<file path="config.mk">
export PLATFORM = sky130hd
export DESIGN_NAME = accp_ctrl
export DESIGN_NICKNAME = d
export VERILOG_FILES = /design/src/rtl/accp_pkg.sv /design/src/rtl/accp_irq.sv /design/src/rtl/accp_cal_engine.sv /design/src/rtl/accp_ctrl.sv
export SDC_FILE = /design/constraint.sdc
export NUM_CORES = 1
export LEC_CHECK = 0
export BUFFER_PORTS_ARGS = -buffer_cell sky130_fd_sc_hd__buf_2
export CAP_MARGIN = 15
export CORE_ASPECT_RATIO = 1.25
export CORE_MARGIN = 2
export CORE_UTILIZATION = 38
export CTS_CLUSTER_DIAMETER = 60
export CTS_CLUSTER_SIZE = 8
export DETAILED_ROUTE_END_ITERATION = 12
export GPL_TIMING_DRIVEN = 1
export PLACE_DENSITY_LB_ADDON = 0.12
export SYNTH_ARGS = -nofsm -noshare
export SYNTH_HDL_FRONTEND = slang
export SYNTH_SLANG_ARGS = --single-unit
</file>
<file path="constraint.sdc">
create_clock -name pclk -period 3.27 [get_ports pclk]
set_input_delay 0.327 -clock pclk [delete_from_list [all_inputs] [get_ports pclk]]
set_output_delay 0.327 -clock pclk [all_outputs]
set_load 0.02 [all_outputs]
</file>
<file path="src/rtl/accp_pkg.sv">
// package: register map, field positions, reset values and carrier types
package accp_pkg;

  // ----------------------------------------------------------------
  // register map (byte addresses on the bus)
  // ----------------------------------------------------------------
  localparam logic [7:0] ACCP_OFS_POWER_READY = 8'h00;
  localparam logic [7:0] ACCP_OFS_CALIBRATION = 8'h04;
  localparam logic [7:0] ACCP_OFS_IRQ_STATUS  = 8'h08;
  localparam logic [7:0] ACCP_OFS_IRQ_ENABLE  = 8'h0C;
  localparam logic [7:0] ACCP_OFS_IRQ_CLEAR   = 8'h10;

  // ----------------------------------------------------------------
  // power/ready register fields
  // ----------------------------------------------------------------
  localparam int ACCP_BIT_SHARED_READY = 15;
  localparam int ACCP_BIT_CORE1_READY  = 9;
  localparam int ACCP_BIT_CORE0_READY  = 8;
  localparam int ACCP_BIT_SHARED_PWR   = 7;
  localparam int ACCP_BIT_CORE1_PWR    = 1;
  localparam int ACCP_BIT_CORE0_PWR    = 0;

  // ----------------------------------------------------------------
  // calibration register fields; core 1 sits this far above core 0
  // ----------------------------------------------------------------
  localparam int ACCP_CAL_CORE_STRIDE = 8;
  localparam int ACCP_BIT_CAL_DONE    = 7;
  localparam int ACCP_BIT_CAL_BYPASS  = 3;
  localparam int ACCP_BIT_CAL_MODE    = 2;
  localparam int ACCP_BIT_CAL_ENABLE  = 1;
  localparam int ACCP_BIT_CAL_START   = 0;

  // ----------------------------------------------------------------
  // interrupt status bits
  // ----------------------------------------------------------------
  localparam int ACCP_IRQ_WIDTH       = 5;
  localparam int ACCP_IRQ_SHARED_RDY  = 0;
  localparam int ACCP_IRQ_CORE0_RDY   = 1;
  localparam int ACCP_IRQ_CORE1_RDY   = 2;
  localparam int ACCP_IRQ_CORE0_CAL   = 3;
  localparam int ACCP_IRQ_CORE1_CAL   = 4;

  // ----------------------------------------------------------------
  // reset values
  // ----------------------------------------------------------------
  localparam logic [15:0] ACCP_RST_REG16 = 16'h0000;
  localparam logic [31:0] ACCP_RST_RDATA = 32'h0000_0000;

  // ----------------------------------------------------------------
  // carrier to and from one dedicated core's calibration engine
  // ----------------------------------------------------------------
  typedef struct packed {
    logic power;
    logic ready;
    logic bypass;
    logic mode;
    logic start;
  } accp_cal_req_t;

  typedef struct packed {
    logic busy;
    logic done;
    logic cal_go;
    logic cal_diff;
  } accp_cal_rsp_t;

endpackage : accp_pkg

</file>
<file path="src/rtl/accp_irq.sv">
// sticky interrupt status with enable and write-one-to-clear
`timescale 1ns/1ps
`default_nettype none
module accp_irq
  import accp_pkg::*;
#(
  parameter int WIDTH = ACCP_IRQ_WIDTH
) (
  input  wire logic             pclk,
  input  wire logic             presetn,
  input  wire logic [WIDTH-1:0] event_set,
  input  wire logic             enable_we,
  input  wire logic             clear_we,
  input  wire logic [WIDTH-1:0] wdata,
  output logic      [WIDTH-1:0] status,
  output logic      [WIDTH-1:0] enable,
  output logic                  irq
);

  always_ff @(posedge pclk or negedge presetn) begin
    if (!presetn) begin
      enable <= '0;
    end else if (enable_we) begin
      enable <= wdata;
    end
  end

  // a set in the clearing cycle wins
  always_ff @(posedge pclk or negedge presetn) begin
    if (!presetn) begin
      status <= '0;
    end else begin
      status <= (status & ~(clear_we ? wdata : '0)) | event_set;
    end
  end

  assign irq = |(status & enable);

  chk_irq_sticky_hold: assert property (@(posedge pclk) disable iff (!presetn)
    (status[0] && !clear_we) |=> status[0])
    else $error("status bit dropped without a clear");

endmodule : accp_irq
`default_nettype wire

</file>
<file path="src/rtl/accp_cal_engine.sv">
// calibration sequencer for one dedicated converter core
`timescale 1ns/1ps
`default_nettype none
module accp_cal_engine
  import accp_pkg::*;
#(
  parameter int CAL_CYCLES = 16
) (
  input  wire logic          pclk,
  input  wire logic          presetn,
  input  wire accp_cal_req_t req,
  output accp_cal_rsp_t      rsp
);

  typedef enum logic [1:0] {
    ACCP_CAL_IDLE,
    ACCP_CAL_RUN
  } accp_cal_state_t;

  accp_cal_state_t state;
  logic [15:0]     count;
  logic            done;
  logic            diff;
  logic            ready_q;

  always_ff @(posedge pclk or negedge presetn) begin
    if (!presetn) begin
      ready_q <= 1'b0;
    end else begin
      ready_q <= req.ready;
    end
  end

  // power-up calibration unless bypassed, or software start
  always_ff @(posedge pclk or negedge presetn) begin
    if (!presetn) begin
      state <= ACCP_CAL_IDLE;
      count <= '0;
      done  <= 1'b0;
      diff  <= 1'b0;
    end else begin
      case (state)
        ACCP_CAL_IDLE: begin
          if (req.power && (req.start ||
              (req.ready && !ready_q && !req.bypass))) begin
            state <= ACCP_CAL_RUN;
            count <= 16'(CAL_CYCLES - 1);
            done  <= 1'b0;
            diff  <= req.mode;
          end
        end
        ACCP_CAL_RUN: begin
          if (!req.power) begin
            state <= ACCP_CAL_IDLE;
          end else if (count == '0) begin
            state <= ACCP_CAL_IDLE;
            done  <= 1'b1;
          end else begin
            count <= count - 16'h0001;
          end
        end
        default: state <= ACCP_CAL_IDLE;
      endcase
    end
  end

  assign rsp.busy     = (state == ACCP_CAL_RUN);
  assign rsp.done     = done;
  assign rsp.cal_go   = (state == ACCP_CAL_RUN);
  assign rsp.cal_diff = diff;

endmodule : accp_cal_engine
`default_nettype wire

</file>
<file path="src/rtl/accp_ctrl.sv">
// converter core power and calibration control with APB register access
//
// Our own choices: the APB interface to the registers and the placing of the registers.
`timescale 1ns/1ps
`default_nettype none
module accp_ctrl
  import accp_pkg::*;
#(
  parameter int CAL_CYCLES = 16
) (
  input  wire logic        pclk,
  input  wire logic        presetn,
  input  wire logic        psel,
  input  wire logic        penable,
  input  wire logic        pwrite,
  input  wire logic [7:0]  paddr,
  input  wire logic [31:0] pwdata,
  output logic      [31:0] prdata,
  output logic             pready,
  output logic             pslverr,
  input  wire logic        shared_core_ready,
  input  wire logic        dedicated_core1_ready,
  input  wire logic        dedicated_core0_ready,
  output logic             shared_core_power,
  output logic             dedicated_core1_power,
  output logic             dedicated_core0_power,
  output logic [1:0]       core_cal_run,
  output logic [1:0]       core_cal_diff,
  output logic             irq
);

  // ----------------------------------------------------------------
  // bus decode
  // ----------------------------------------------------------------
  logic        wr_en;
  logic        rd_en;
  logic        hit;
  logic        wr_pwr;
  logic        wr_cal;
  logic        wr_ien;
  logic        wr_iclr;

  assign wr_en = psel && penable && pwrite;
  assign rd_en = psel && penable && !pwrite;

  always_comb begin
    hit = 1'b1;
    if (paddr == ACCP_OFS_POWER_READY) begin
      hit = 1'b1;
    end else if (paddr == ACCP_OFS_CALIBRATION) begin
      hit = 1'b1;
    end else if (paddr == ACCP_OFS_IRQ_STATUS) begin
      hit = 1'b1;
    end else if (paddr == ACCP_OFS_IRQ_ENABLE) begin
      hit = 1'b1;
    end else if (paddr == ACCP_OFS_IRQ_CLEAR) begin
      hit = 1'b1;
    end else begin
      hit = 1'b0;
    end
  end

  assign wr_pwr  = wr_en && (paddr == ACCP_OFS_POWER_READY);
  assign wr_cal  = wr_en && (paddr == ACCP_OFS_CALIBRATION);
  assign wr_ien  = wr_en && (paddr == ACCP_OFS_IRQ_ENABLE);
  assign wr_iclr = wr_en && (paddr == ACCP_OFS_IRQ_CLEAR);

  assign pready  = 1'b1;
  assign pslverr = psel && penable && !hit;

  // ----------------------------------------------------------------
  // power enables
  // ----------------------------------------------------------------
  always_ff @(posedge pclk or negedge presetn) begin
    if (!presetn) begin
      shared_core_power     <= 1'b0;
      dedicated_core1_power <= 1'b0;
      dedicated_core0_power <= 1'b0;
    end else if (wr_pwr) begin
      shared_core_power     <= pwdata[ACCP_BIT_SHARED_PWR];
      dedicated_core1_power <= pwdata[ACCP_BIT_CORE1_PWR];
      dedicated_core0_power <= pwdata[ACCP_BIT_CORE0_PWR];
    end
  end

  // ready flags only while powered
  logic shared_core_ready_flag;
  logic dedicated_core1_ready_flag;
  logic dedicated_core0_ready_flag;

  always_ff @(posedge pclk or negedge presetn) begin
    if (!presetn) begin
      shared_core_ready_flag     <= 1'b0;
      dedicated_core1_ready_flag <= 1'b0;
      dedicated_core0_ready_flag <= 1'b0;
    end else begin
      shared_core_ready_flag     <= shared_core_power &&
                                    shared_core_ready;
      dedicated_core1_ready_flag <= dedicated_core1_power &&
                                    dedicated_core1_ready;
      dedicated_core0_ready_flag <= dedicated_core0_power &&
                                    dedicated_core0_ready;
    end
  end

  // ----------------------------------------------------------------
  // calibration controls, one slice per dedicated core
  // ----------------------------------------------------------------
  logic [1:0]    cal_access_enable;
  logic [1:0]    cal_bypass;
  logic [1:0]    cal_mode;
  logic [1:0]    cal_start;
  logic [1:0]    core_power;
  logic [1:0]    core_ready;
  accp_cal_req_t cal_req [2];
  accp_cal_rsp_t cal_rsp [2];
  logic [1:0]    cal_done_q;

  assign core_power = {dedicated_core1_power, dedicated_core0_power};
  assign core_ready = {dedicated_core1_ready_flag,
                       dedicated_core0_ready_flag};

  function automatic int cal_bit(input int core, input int field);
    cal_bit = core * ACCP_CAL_CORE_STRIDE + field;
  endfunction : cal_bit

  for (genvar c = 0; c < 2; c++) begin : g_core
    always_ff @(posedge pclk or negedge presetn) begin
      if (!presetn) begin
        cal_access_enable[c] <= 1'b0;
      end else if (wr_cal) begin
        cal_access_enable[c] <= pwdata[cal_bit(c, ACCP_BIT_CAL_ENABLE)];
      end
    end

    // other fields take writes only when access is open
    always_ff @(posedge pclk or negedge presetn) begin
      if (!presetn) begin
        cal_bypass[c] <= 1'b0;
        cal_mode[c]   <= 1'b0;
      end else if (wr_cal && cal_access_enable[c]) begin
        cal_bypass[c] <= pwdata[cal_bit(c, ACCP_BIT_CAL_BYPASS)];
        cal_mode[c]   <= pwdata[cal_bit(c, ACCP_BIT_CAL_MODE)];
      end
    end

    // start holds until the engine takes it or the core loses power, then clears
    always_ff @(posedge pclk or negedge presetn) begin
      if (!presetn) begin
        cal_start[c] <= 1'b0;
      end else if (cal_start[c] && (cal_rsp[c].busy || !core_power[c])) begin
        cal_start[c] <= 1'b0;
      end else if (wr_cal && cal_access_enable[c] &&
                   pwdata[cal_bit(c, ACCP_BIT_CAL_START)]) begin
        cal_start[c] <= 1'b1;
      end
    end

    assign cal_req[c].power  = core_power[c];
    assign cal_req[c].ready  = core_ready[c];
    assign cal_req[c].bypass = cal_bypass[c];
    assign cal_req[c].mode   = cal_mode[c];
    assign cal_req[c].start  = cal_start[c] && !cal_rsp[c].busy;

    accp_cal_engine #(
      .CAL_CYCLES (CAL_CYCLES)
    ) u_cal (
      .pclk    (pclk),
      .presetn (presetn),
      .req     (cal_req[c]),
      .rsp     (cal_rsp[c])
    );

    assign core_cal_run[c]  = cal_rsp[c].cal_go;
    assign core_cal_diff[c] = cal_rsp[c].cal_diff;

    always_ff @(posedge pclk or negedge presetn) begin
      if (!presetn) begin
        cal_done_q[c] <= 1'b0;
      end else begin
        cal_done_q[c] <= cal_rsp[c].done;
      end
    end

    chk_start_self_clear: assert property (@(posedge pclk)
      disable iff (!presetn)
      cal_start[c] |-> ##[1:3] !cal_start[c])
      else $error("calibration start bit did not clear");

    chk_done_while_busy: assert property (@(posedge pclk)
      disable iff (!presetn)
      cal_rsp[c].busy |-> !cal_rsp[c].done)
      else $error("done flag high while calibrating");

    chk_bypass_skips_cal: assert property (@(posedge pclk)
      disable iff (!presetn)
      (cal_bypass[c] && !cal_start[c] && !cal_rsp[c].busy)
        |=> !cal_rsp[c].busy)
      else $error("bypassed core calibrated after power-up");

    chk_mode_drives_diff: assert property (@(posedge pclk)
      disable iff (!presetn)
      $rose(cal_rsp[c].busy) |->
        (cal_rsp[c].cal_diff == $past(cal_mode[c])))
      else $error("calibration input mode mismatch");
  end

  // ----------------------------------------------------------------
  // interrupts
  // ----------------------------------------------------------------
  logic [ACCP_IRQ_WIDTH-1:0] irq_event;
  logic [ACCP_IRQ_WIDTH-1:0] irq_status;
  logic [ACCP_IRQ_WIDTH-1:0] irq_enable;
  logic                      shared_rdy_q;
  logic [1:0]                core_rdy_q;

  always_ff @(posedge pclk or negedge presetn) begin
    if (!presetn) begin
      shared_rdy_q <= 1'b0;
      core_rdy_q   <= 2'b00;
    end else begin
      shared_rdy_q <= shared_core_ready_flag;
      core_rdy_q   <= core_ready;
    end
  end

  always_comb begin
    irq_event = '0;
    irq_event[ACCP_IRQ_SHARED_RDY] = shared_core_ready_flag && !shared_rdy_q;
    irq_event[ACCP_IRQ_CORE0_RDY]  = core_ready[0] && !core_rdy_q[0];
    irq_event[ACCP_IRQ_CORE1_RDY]  = core_ready[1] && !core_rdy_q[1];
    irq_event[ACCP_IRQ_CORE0_CAL]  = cal_rsp[0].done && !cal_done_q[0];
    irq_event[ACCP_IRQ_CORE1_CAL]  = cal_rsp[1].done && !cal_done_q[1];
  end

  accp_irq #(
    .WIDTH (ACCP_IRQ_WIDTH)
  ) u_irq (
    .pclk      (pclk),
    .presetn   (presetn),
    .event_set (irq_event),
    .enable_we (wr_ien),
    .clear_we  (wr_iclr),
    .wdata     (pwdata[ACCP_IRQ_WIDTH-1:0]),
    .status    (irq_status),
    .enable    (irq_enable),
    .irq       (irq)
  );

  // ----------------------------------------------------------------
  // read back
  // ----------------------------------------------------------------
  logic [15:0] pwr_word;
  logic [15:0] cal_word;
  logic [31:0] next_rdata;

  always_comb begin
    pwr_word = ACCP_RST_REG16;
    pwr_word[ACCP_BIT_SHARED_READY] = shared_core_ready_flag;
    pwr_word[ACCP_BIT_CORE1_READY]  = dedicated_core1_ready_flag;
    pwr_word[ACCP_BIT_CORE0_READY]  = dedicated_core0_ready_flag;
    pwr_word[ACCP_BIT_SHARED_PWR]   = shared_core_power;
    pwr_word[ACCP_BIT_CORE1_PWR]    = dedicated_core1_power;
    pwr_word[ACCP_BIT_CORE0_PWR]    = dedicated_core0_power;
    cal_word = ACCP_RST_REG16;
    for (int c = 0; c < 2; c++) begin
      cal_word[cal_bit(c, ACCP_BIT_CAL_ENABLE)] = cal_access_enable[c];
      if (cal_access_enable[c]) begin
        cal_word[cal_bit(c, ACCP_BIT_CAL_DONE)]   = cal_rsp[c].done;
        cal_word[cal_bit(c, ACCP_BIT_CAL_BYPASS)] = cal_bypass[c];
        cal_word[cal_bit(c, ACCP_BIT_CAL_MODE)]   = cal_mode[c];
        cal_word[cal_bit(c, ACCP_BIT_CAL_START)]  = cal_start[c];
      end
    end
  end

  always_comb begin
    next_rdata = ACCP_RST_RDATA;
    if (paddr == ACCP_OFS_POWER_READY) begin
      next_rdata = {16'h0000, pwr_word};
    end else if (paddr == ACCP_OFS_CALIBRATION) begin
      next_rdata = {16'h0000, cal_word};
    end else if (paddr == ACCP_OFS_IRQ_STATUS) begin
      next_rdata = {{(32-ACCP_IRQ_WIDTH){1'b0}}, irq_status};
    end else if (paddr == ACCP_OFS_IRQ_ENABLE) begin
      next_rdata = {{(32-ACCP_IRQ_WIDTH){1'b0}}, irq_enable};
    end else begin
      next_rdata = ACCP_RST_RDATA;
    end
  end

  // data registered at setup so it is stable in the access phase
  always_ff @(posedge pclk or negedge presetn) begin
    if (!presetn) begin
      prdata <= ACCP_RST_RDATA;
    end else if (psel && !penable && !pwrite) begin
      prdata <= next_rdata;
    end
  end

  // ----------------------------------------------------------------
  // checks
  // ----------------------------------------------------------------
  chk_shared_power_write: assert property (@(posedge pclk)
    disable iff (!presetn)
    wr_pwr |=> shared_core_power == $past(pwdata[ACCP_BIT_SHARED_PWR]))
    else $error("shared core power does not follow write");

  chk_core_power_write: assert property (@(posedge pclk)
    disable iff (!presetn)
    wr_pwr |=> dedicated_core0_power == $past(pwdata[ACCP_BIT_CORE0_PWR]))
    else $error("core 0 power does not follow write");

  chk_shared_ready_off: assert property (@(posedge pclk)
    disable iff (!presetn)
    !shared_core_power |=> !shared_core_ready_flag)
    else $error("shared ready set while unpowered");

  chk_core_ready_flag: assert property (@(posedge pclk)
    disable iff (!presetn)
    dedicated_core1_ready_flag |-> $past(dedicated_core1_power))
    else $error("core 1 ready set while unpowered");

  chk_locked_cal_read: assert property (@(posedge pclk)
    disable iff (!presetn)
    !cal_access_enable[0] |-> cal_word[7:2] == 6'h00 && !cal_word[0])
    else $error("locked calibration bits visible");

  chk_reserved_zero: assert property (@(posedge pclk)
    disable iff (!presetn)
    pwr_word[14:10] == 5'h00 && pwr_word[6:2] == 5'h00)
    else $error("reserved bits read nonzero");

endmodule : accp_ctrl
`default_nettype wire

</file>
== After elaboration in Yosys (flattened, before gate mapping) ==
Index checks and enable logic that the tools add are counted.
W data, S select, Z words.

* Bitwise operators: 4
* Reduce and logical (&&, ||, !) cells: 69
* Add/subtract/negate cells: 2
* Eq/ne operators: 16
* Mux-type cells: 44

{| class="wikitable"
|+ Operator list
! operator !! count
|-
| $mux W16 || 8
|-
| $pmux W16 S2 || 2
|-
| $logic_not A16 Y1 || 2
|-
| $sub A16 B1 Y16 const B || 2
|-
| $logic_and A1 B1 Y1 || 31
|-
| $mux W1 || 19
|-
| $eq A8 B4 Y1 const B || 2
|-
| $logic_not A1 Y1 || 16
|-
| $mux W2 || 8
|-
| $reduce_and A4 Y1 || 4
|-
| $mux W5 || 3
|-
| $and A5 B5 Y5 || 2
|-
| $eq A8 B3 Y1 const B || 1
|-
| $eq A8 B5 Y1 const B || 1
|-
| $logic_not A8 Y1 || 1
|-
| $ne A2 B1 Y1 const B || 4
|-
| $ne A2 B2 Y1 const B || 4
|-
| $pmux W2 S2 || 2
|-
| $reduce_and A2 Y1 || 4
|-
| $reduce_bool A2 Y1 || 4
|-
| $ne A3 B2 Y1 const B || 2
|-
| $not A5 Y5 || 1
|-
| $or A5 B5 Y5 || 1
|-
| $reduce_or A5 Y1 || 1
|-
| other kinds (4) || 10
|}

* Logic and storage cells: 166
* Bits of input ports: 48
* Flip-flop bits (word level): 103
* Output and inout bits: 42

== Logic depth before layout (Yosys ltp) ==
* Depth after elaboration: 8
* Mapped depth: 6
* Gate-level depth less buffers: 6

== Modules after synthesis ==
Synthesis repeated with hierarchy kept, for this count alone.

* Cell total of the unflattened synthesis: 399
* Area, all modules: 4,171.5 um^2

{| class="wikitable"
|+ By module, submodules not included
! module !! sequential area each (um^2) !! area an instance (um^2) !! cells each !! times used
|-
| accp_cal_engine || 500.5 || 1,116.1 || 115 || 2
|-
| accp_ctrl || 750.7 || 1,555.2 || 141 || 1
|-
| accp_irq || 250.2 || 384.1 || 28 || 1
|}

== Least setup slack after synthesis ==
Ideal clock, no wire load.

* Path type: flip-flop to flip-flop
* Start point: reg g_core[0].u_cal.count[0]
* End point: reg g_core[0].u_cal.count[12]
* Buffers on the path: 0
* Clock period less this slack: 1.837 ns
* Data arrival time: 1.706 ns
* Data required time: 3.139 ns
* Library setup time: 0.131 ns
* Cell stages (with the launch flop): 7
* Path slack: 1.433 ns
* Cells stage by stage: dfrtp_1 -> inv_1 -> ha_1 -> or4b_4 -> nor4_2 -> mux2i_1 -> nor2_1

* Cells in the longest elaborated chain, start to end: 4
* Elaborated cells on any way between the ends: 7
* Classes of those cells: 1 x add/sub; 1 x eq/ne; 3 x mux; 2 x reduce/logical

{| class="wikitable"
|+ RTL lines
! what !! line !! text
|-
| start, declared || accp_cal_engine.sv:21 || <nowiki>logic [15:0] count;</nowiki>
|-
| start signal, assigned || accp_cal_engine.sv:47 || <nowiki>count <= 16'(CAL_CYCLES - 1);</nowiki>
|-
| start signal, assigned || accp_cal_engine.sv:59 || <nowiki>count <= count - 16'h0001;</nowiki>
|-
| $sub A16 B1 Y16 || accp_cal_engine.sv:59 ||
|-
| $mux W16 || accp_cal_engine.sv:55 || <nowiki>end else if (count == '0) begin</nowiki>
|-
| $mux W16 || accp_cal_engine.sv:53 || <nowiki>if (!req.power) begin</nowiki>
|-
| $pmux W16 S2 || accp_cal_engine.sv:42 || <nowiki>case (state)</nowiki>
|}

Several ways; a longest one is shown, not always the timed one. The select of a mux whose other input is x is not followed.
A chain may end at the register's enable or synchronous reset.

== Final worst setup path ==
* Start point: reg g_core[0].u_cal.count[0]
* End point: reg g_core[0].u_cal.count[6]

The elaborated chain is that of the path after synthesis.

==> metrics.txt <==
critical path class=register to register; Remaining DRCs=0; Core Area=~10000 µm²; reg2reg start=g_core[0].u_cal.count[0]; P_sw=about 450 µW; Crit Path Max Fanout=10; max-cap viol count=0; # hold bufs at CTS=0; setup TNS=0 ps; row count=42; Worst Setup SP=g_core[0].u_cal.count[0]; Crit-path slowest cell=nor4b_2; final worst-path setup slack=1180 ps; initial drt markers=approximately 140; CTS H-tree depth=3; post_cts resized=0; fin crit share=64.1%; Nets=480; status=completed; Initial Util=around 39%; wire per inst=approximately 15 µm; maximum clock rate=477 MHz; Worst IR Drop VDD=between 0.2 and 0.25 mV; Post-synth top cells=dfrtp_1, nand2_1, buf_4; total power=between 2 and 2.5 mW; Sink Count=between 70 and 80; type of origin of the critical path=register; Pint=roughly 1.6 mW; mapped cell area=around 4000 µm²; Final Max Slew Viols=0; final setup fails=0; routed via count=2917; final wirelength=8590 µm; GR Overflow Total=0; Static Leak=between 2 and 2.5 nW; io pins=90; largest cells by area after synthesis=dfrtp_1, mux2i_1, buf_4, nand2_1, mux2_2; Hold Vio Cnt, Final=0; relative slew slack=between 30% and 40%; Reg clk slew, reported paths=around 60 ps; post-CTS setup buffers=0; root buffer cell=clkbuf_16; Sequential Power Share=between 40 and 50%; Final GP Congestion=between 0.7 and 0.8; sw frac=between 20 and 25%; GRT Total Usage=between 10% and 20%; Vias per Instance=5.14; layout cells sized above 1=22.1%; Worst-Skew Late Latency=330 ps; Pre-antenna DRT Iters=4; Netlist cell types=about 60; initial antenna violation count=0; clock buffer depth=2; Place WS=approximately 1200 ps; crit path capture=g_core[0].u_cal.count[6]; Avg Cell Area, Syn=10.5 µm²; Hold Crit Class=primary input to async pin; flops & latches, synth=78; RSZ-0062 raised after global routing=false; Logic pwr share=roughly 4.7%; diode count=0; Die ar.=11400 µm²; TritonCTS Buffers=9; Synth-to-Final Area Change=13.8%; Final min period=around 2100 ps; post-synth top area cell=dfrtp_1; CTS tree=built; Die H=119 µm; die extent in x=between 90 and 100 µm; Clock power frac=a little under half; final hold slack=around 150 ps; Fin Clk Skew=between 6 and 7 ps; R2R Setup Slk=1180 ps; ys async rst share=100%; Post-DP HPWL=about 6000 µm; first-pass GRT wire length=between 10000 and 15000 µm; Top FF cell, synth=dfrtp_1; YS warnings=0; r2r endpoint=g_core[0].u_cal.count[6]; worst reg-to-reg path cell count=6; part of the Yosys area used for sequential elements=48.5%; WP data arrival=2320 ps; port bufs=45; crit end category=register; crit-path cells=inv_1 > ha_1 > nor4b_2 > a41oi_2 > and3b_1 > o21a_1; area share of the largest cell type after synthesis=48.5%; vias in the first global route=2808; Pwr Density=~440 nW/µm²; worst path required time=between 3000 and 4000 ps; largest net degree at the start of global routing=79; count leader, synth=dfrtp_1; EDFF count, synth=0; Worst Max-Slew Pin Slew=993 ps; Routed Antenna Nets=0; max incr delay on CP=470 ps; Syn Inst Count=385
[worst min path at each step]
| stage | endpoint | slack, ps |
|---|---|---|
| final | prdata[1] | 150 |
| after detailed placement | core_rdy_q[1] | 430 |
| after global routing | dedicated_core0_ready_flag | 200 |
| after CTS | dedicated_core0_ready_flag | 190 |
| after floorplan | cal_access_enable[0] | 30 |
| after global placement | shared_rdy_q | 430 |
[power by group through the flow]
stage	Combinational, mW	Clock (mW)	Sequential (mW)
global placement	0.0971	0	1.00
detailed placement	0.0979	0	1.00
floorplan	0.0714	0	0.998
CTS	0.0981	0.985	0.984
global route	0.109	1.03	0.984
finish	0.0955	0.950	0.984
[layer usage]
layer / part of all wire, % / GRT usage [%] / wire [µm]
met4: 1.5 / 5.89 / 130
met5: 0 / 0 / 0
met3: 3.8 / 3.67 / 324
met2: 49 / 25.2 / 4180
met1: 46 / 21.9 / 3960
[cell usage in the layout (no fill, tap or decap), types with 3 or more instances in the layout]
master,n
a21oi_1,10
a22o_1,9
a22oi_1,5
and2_1,6
buf_2,44
buf_4,3
clkbuf_16,9
clkbuf_8,3
conb_1,22
dfrtp_1,78
inv_1,11
mux2_2,14
mux2i_1,21
nand2_1,47
nand2b_1,5
nand3_1,11
nand4_1,8
nand4b_1,4
nor2_1,20
nor2b_1,7
nor3_1,10
nor3b_1,3
nor4_4,3
o21a_1,3
o21ai_0,15
o31ai_1,4
or3_1,7
or4_1,4
[state kept, by name (all words and copies together) (netlist names)]
| name | count |
|---|---|
| cal_access_enable | 2 |
| cal_bypass | 2 |
| cal_done_q | 2 |
| cal_mode | 2 |
| cal_start | 2 |
| core_rdy_q | 2 |
| dedicated_core0_power | 1 |
| dedicated_core0_ready_flag | 1 |
| dedicated_core1_power | 1 |
| dedicated_core1_ready_flag | 1 |
| g_core.u_cal.count | 32 |
| g_core.u_cal.diff | 2 |
| g_core.u_cal.done | 2 |
| g_core.u_cal.state | 2 |
| prdata | 11 |
| shared_core_power | 1 |
| shared_core_ready_flag | 1 |
| shared_rdy_q | 1 |
| u_irq.enable | 5 |
| u_irq.status | 5 |
[cell type report]
class	instances	area, µm²
Clock inverter	3	17.5
Sequential cell	78	1950
Multi-Input combinational cell	283	1890
Inverter	11	41.3
Fill cell	1043	5870
Timing Repair Buffer	47	243
Clock buffer	13	270
Tap cell	132	165
[through the flow]
stage	cells	cell area, µm²	utilization (%)
floorplan	405	4100	-
global route	567	4580	43.8
global placement	551	4300	41.1
CTS	567	4580	43.8
detailed placement	551	4300	41.1
finish	567	4580	43.8
[worst max-delay path: cells and delay by family, from the launching register on]
kind	cells	cell delay, ps
AOI/OAI and AO/OA	2	530
adders and majority gates	1	240
buffers and inverters	1	70
DFF	1	400
and+or+nand+nor	2	750
[kinds of logic after synthesis]
group	count (synthesis)	share of synthesized area, %
and+or+nand+nor	157	23.0
DFF	78	48.5
AOI/OAI and AO/OA	65	11.5
buffers and inverters	44	6.37
muxes	36	9.69
adders and majority gates	2	0.621
other	2	0.186
xor gates and xnor gates	1	0.217
Power figures use the tool's default switching activity.
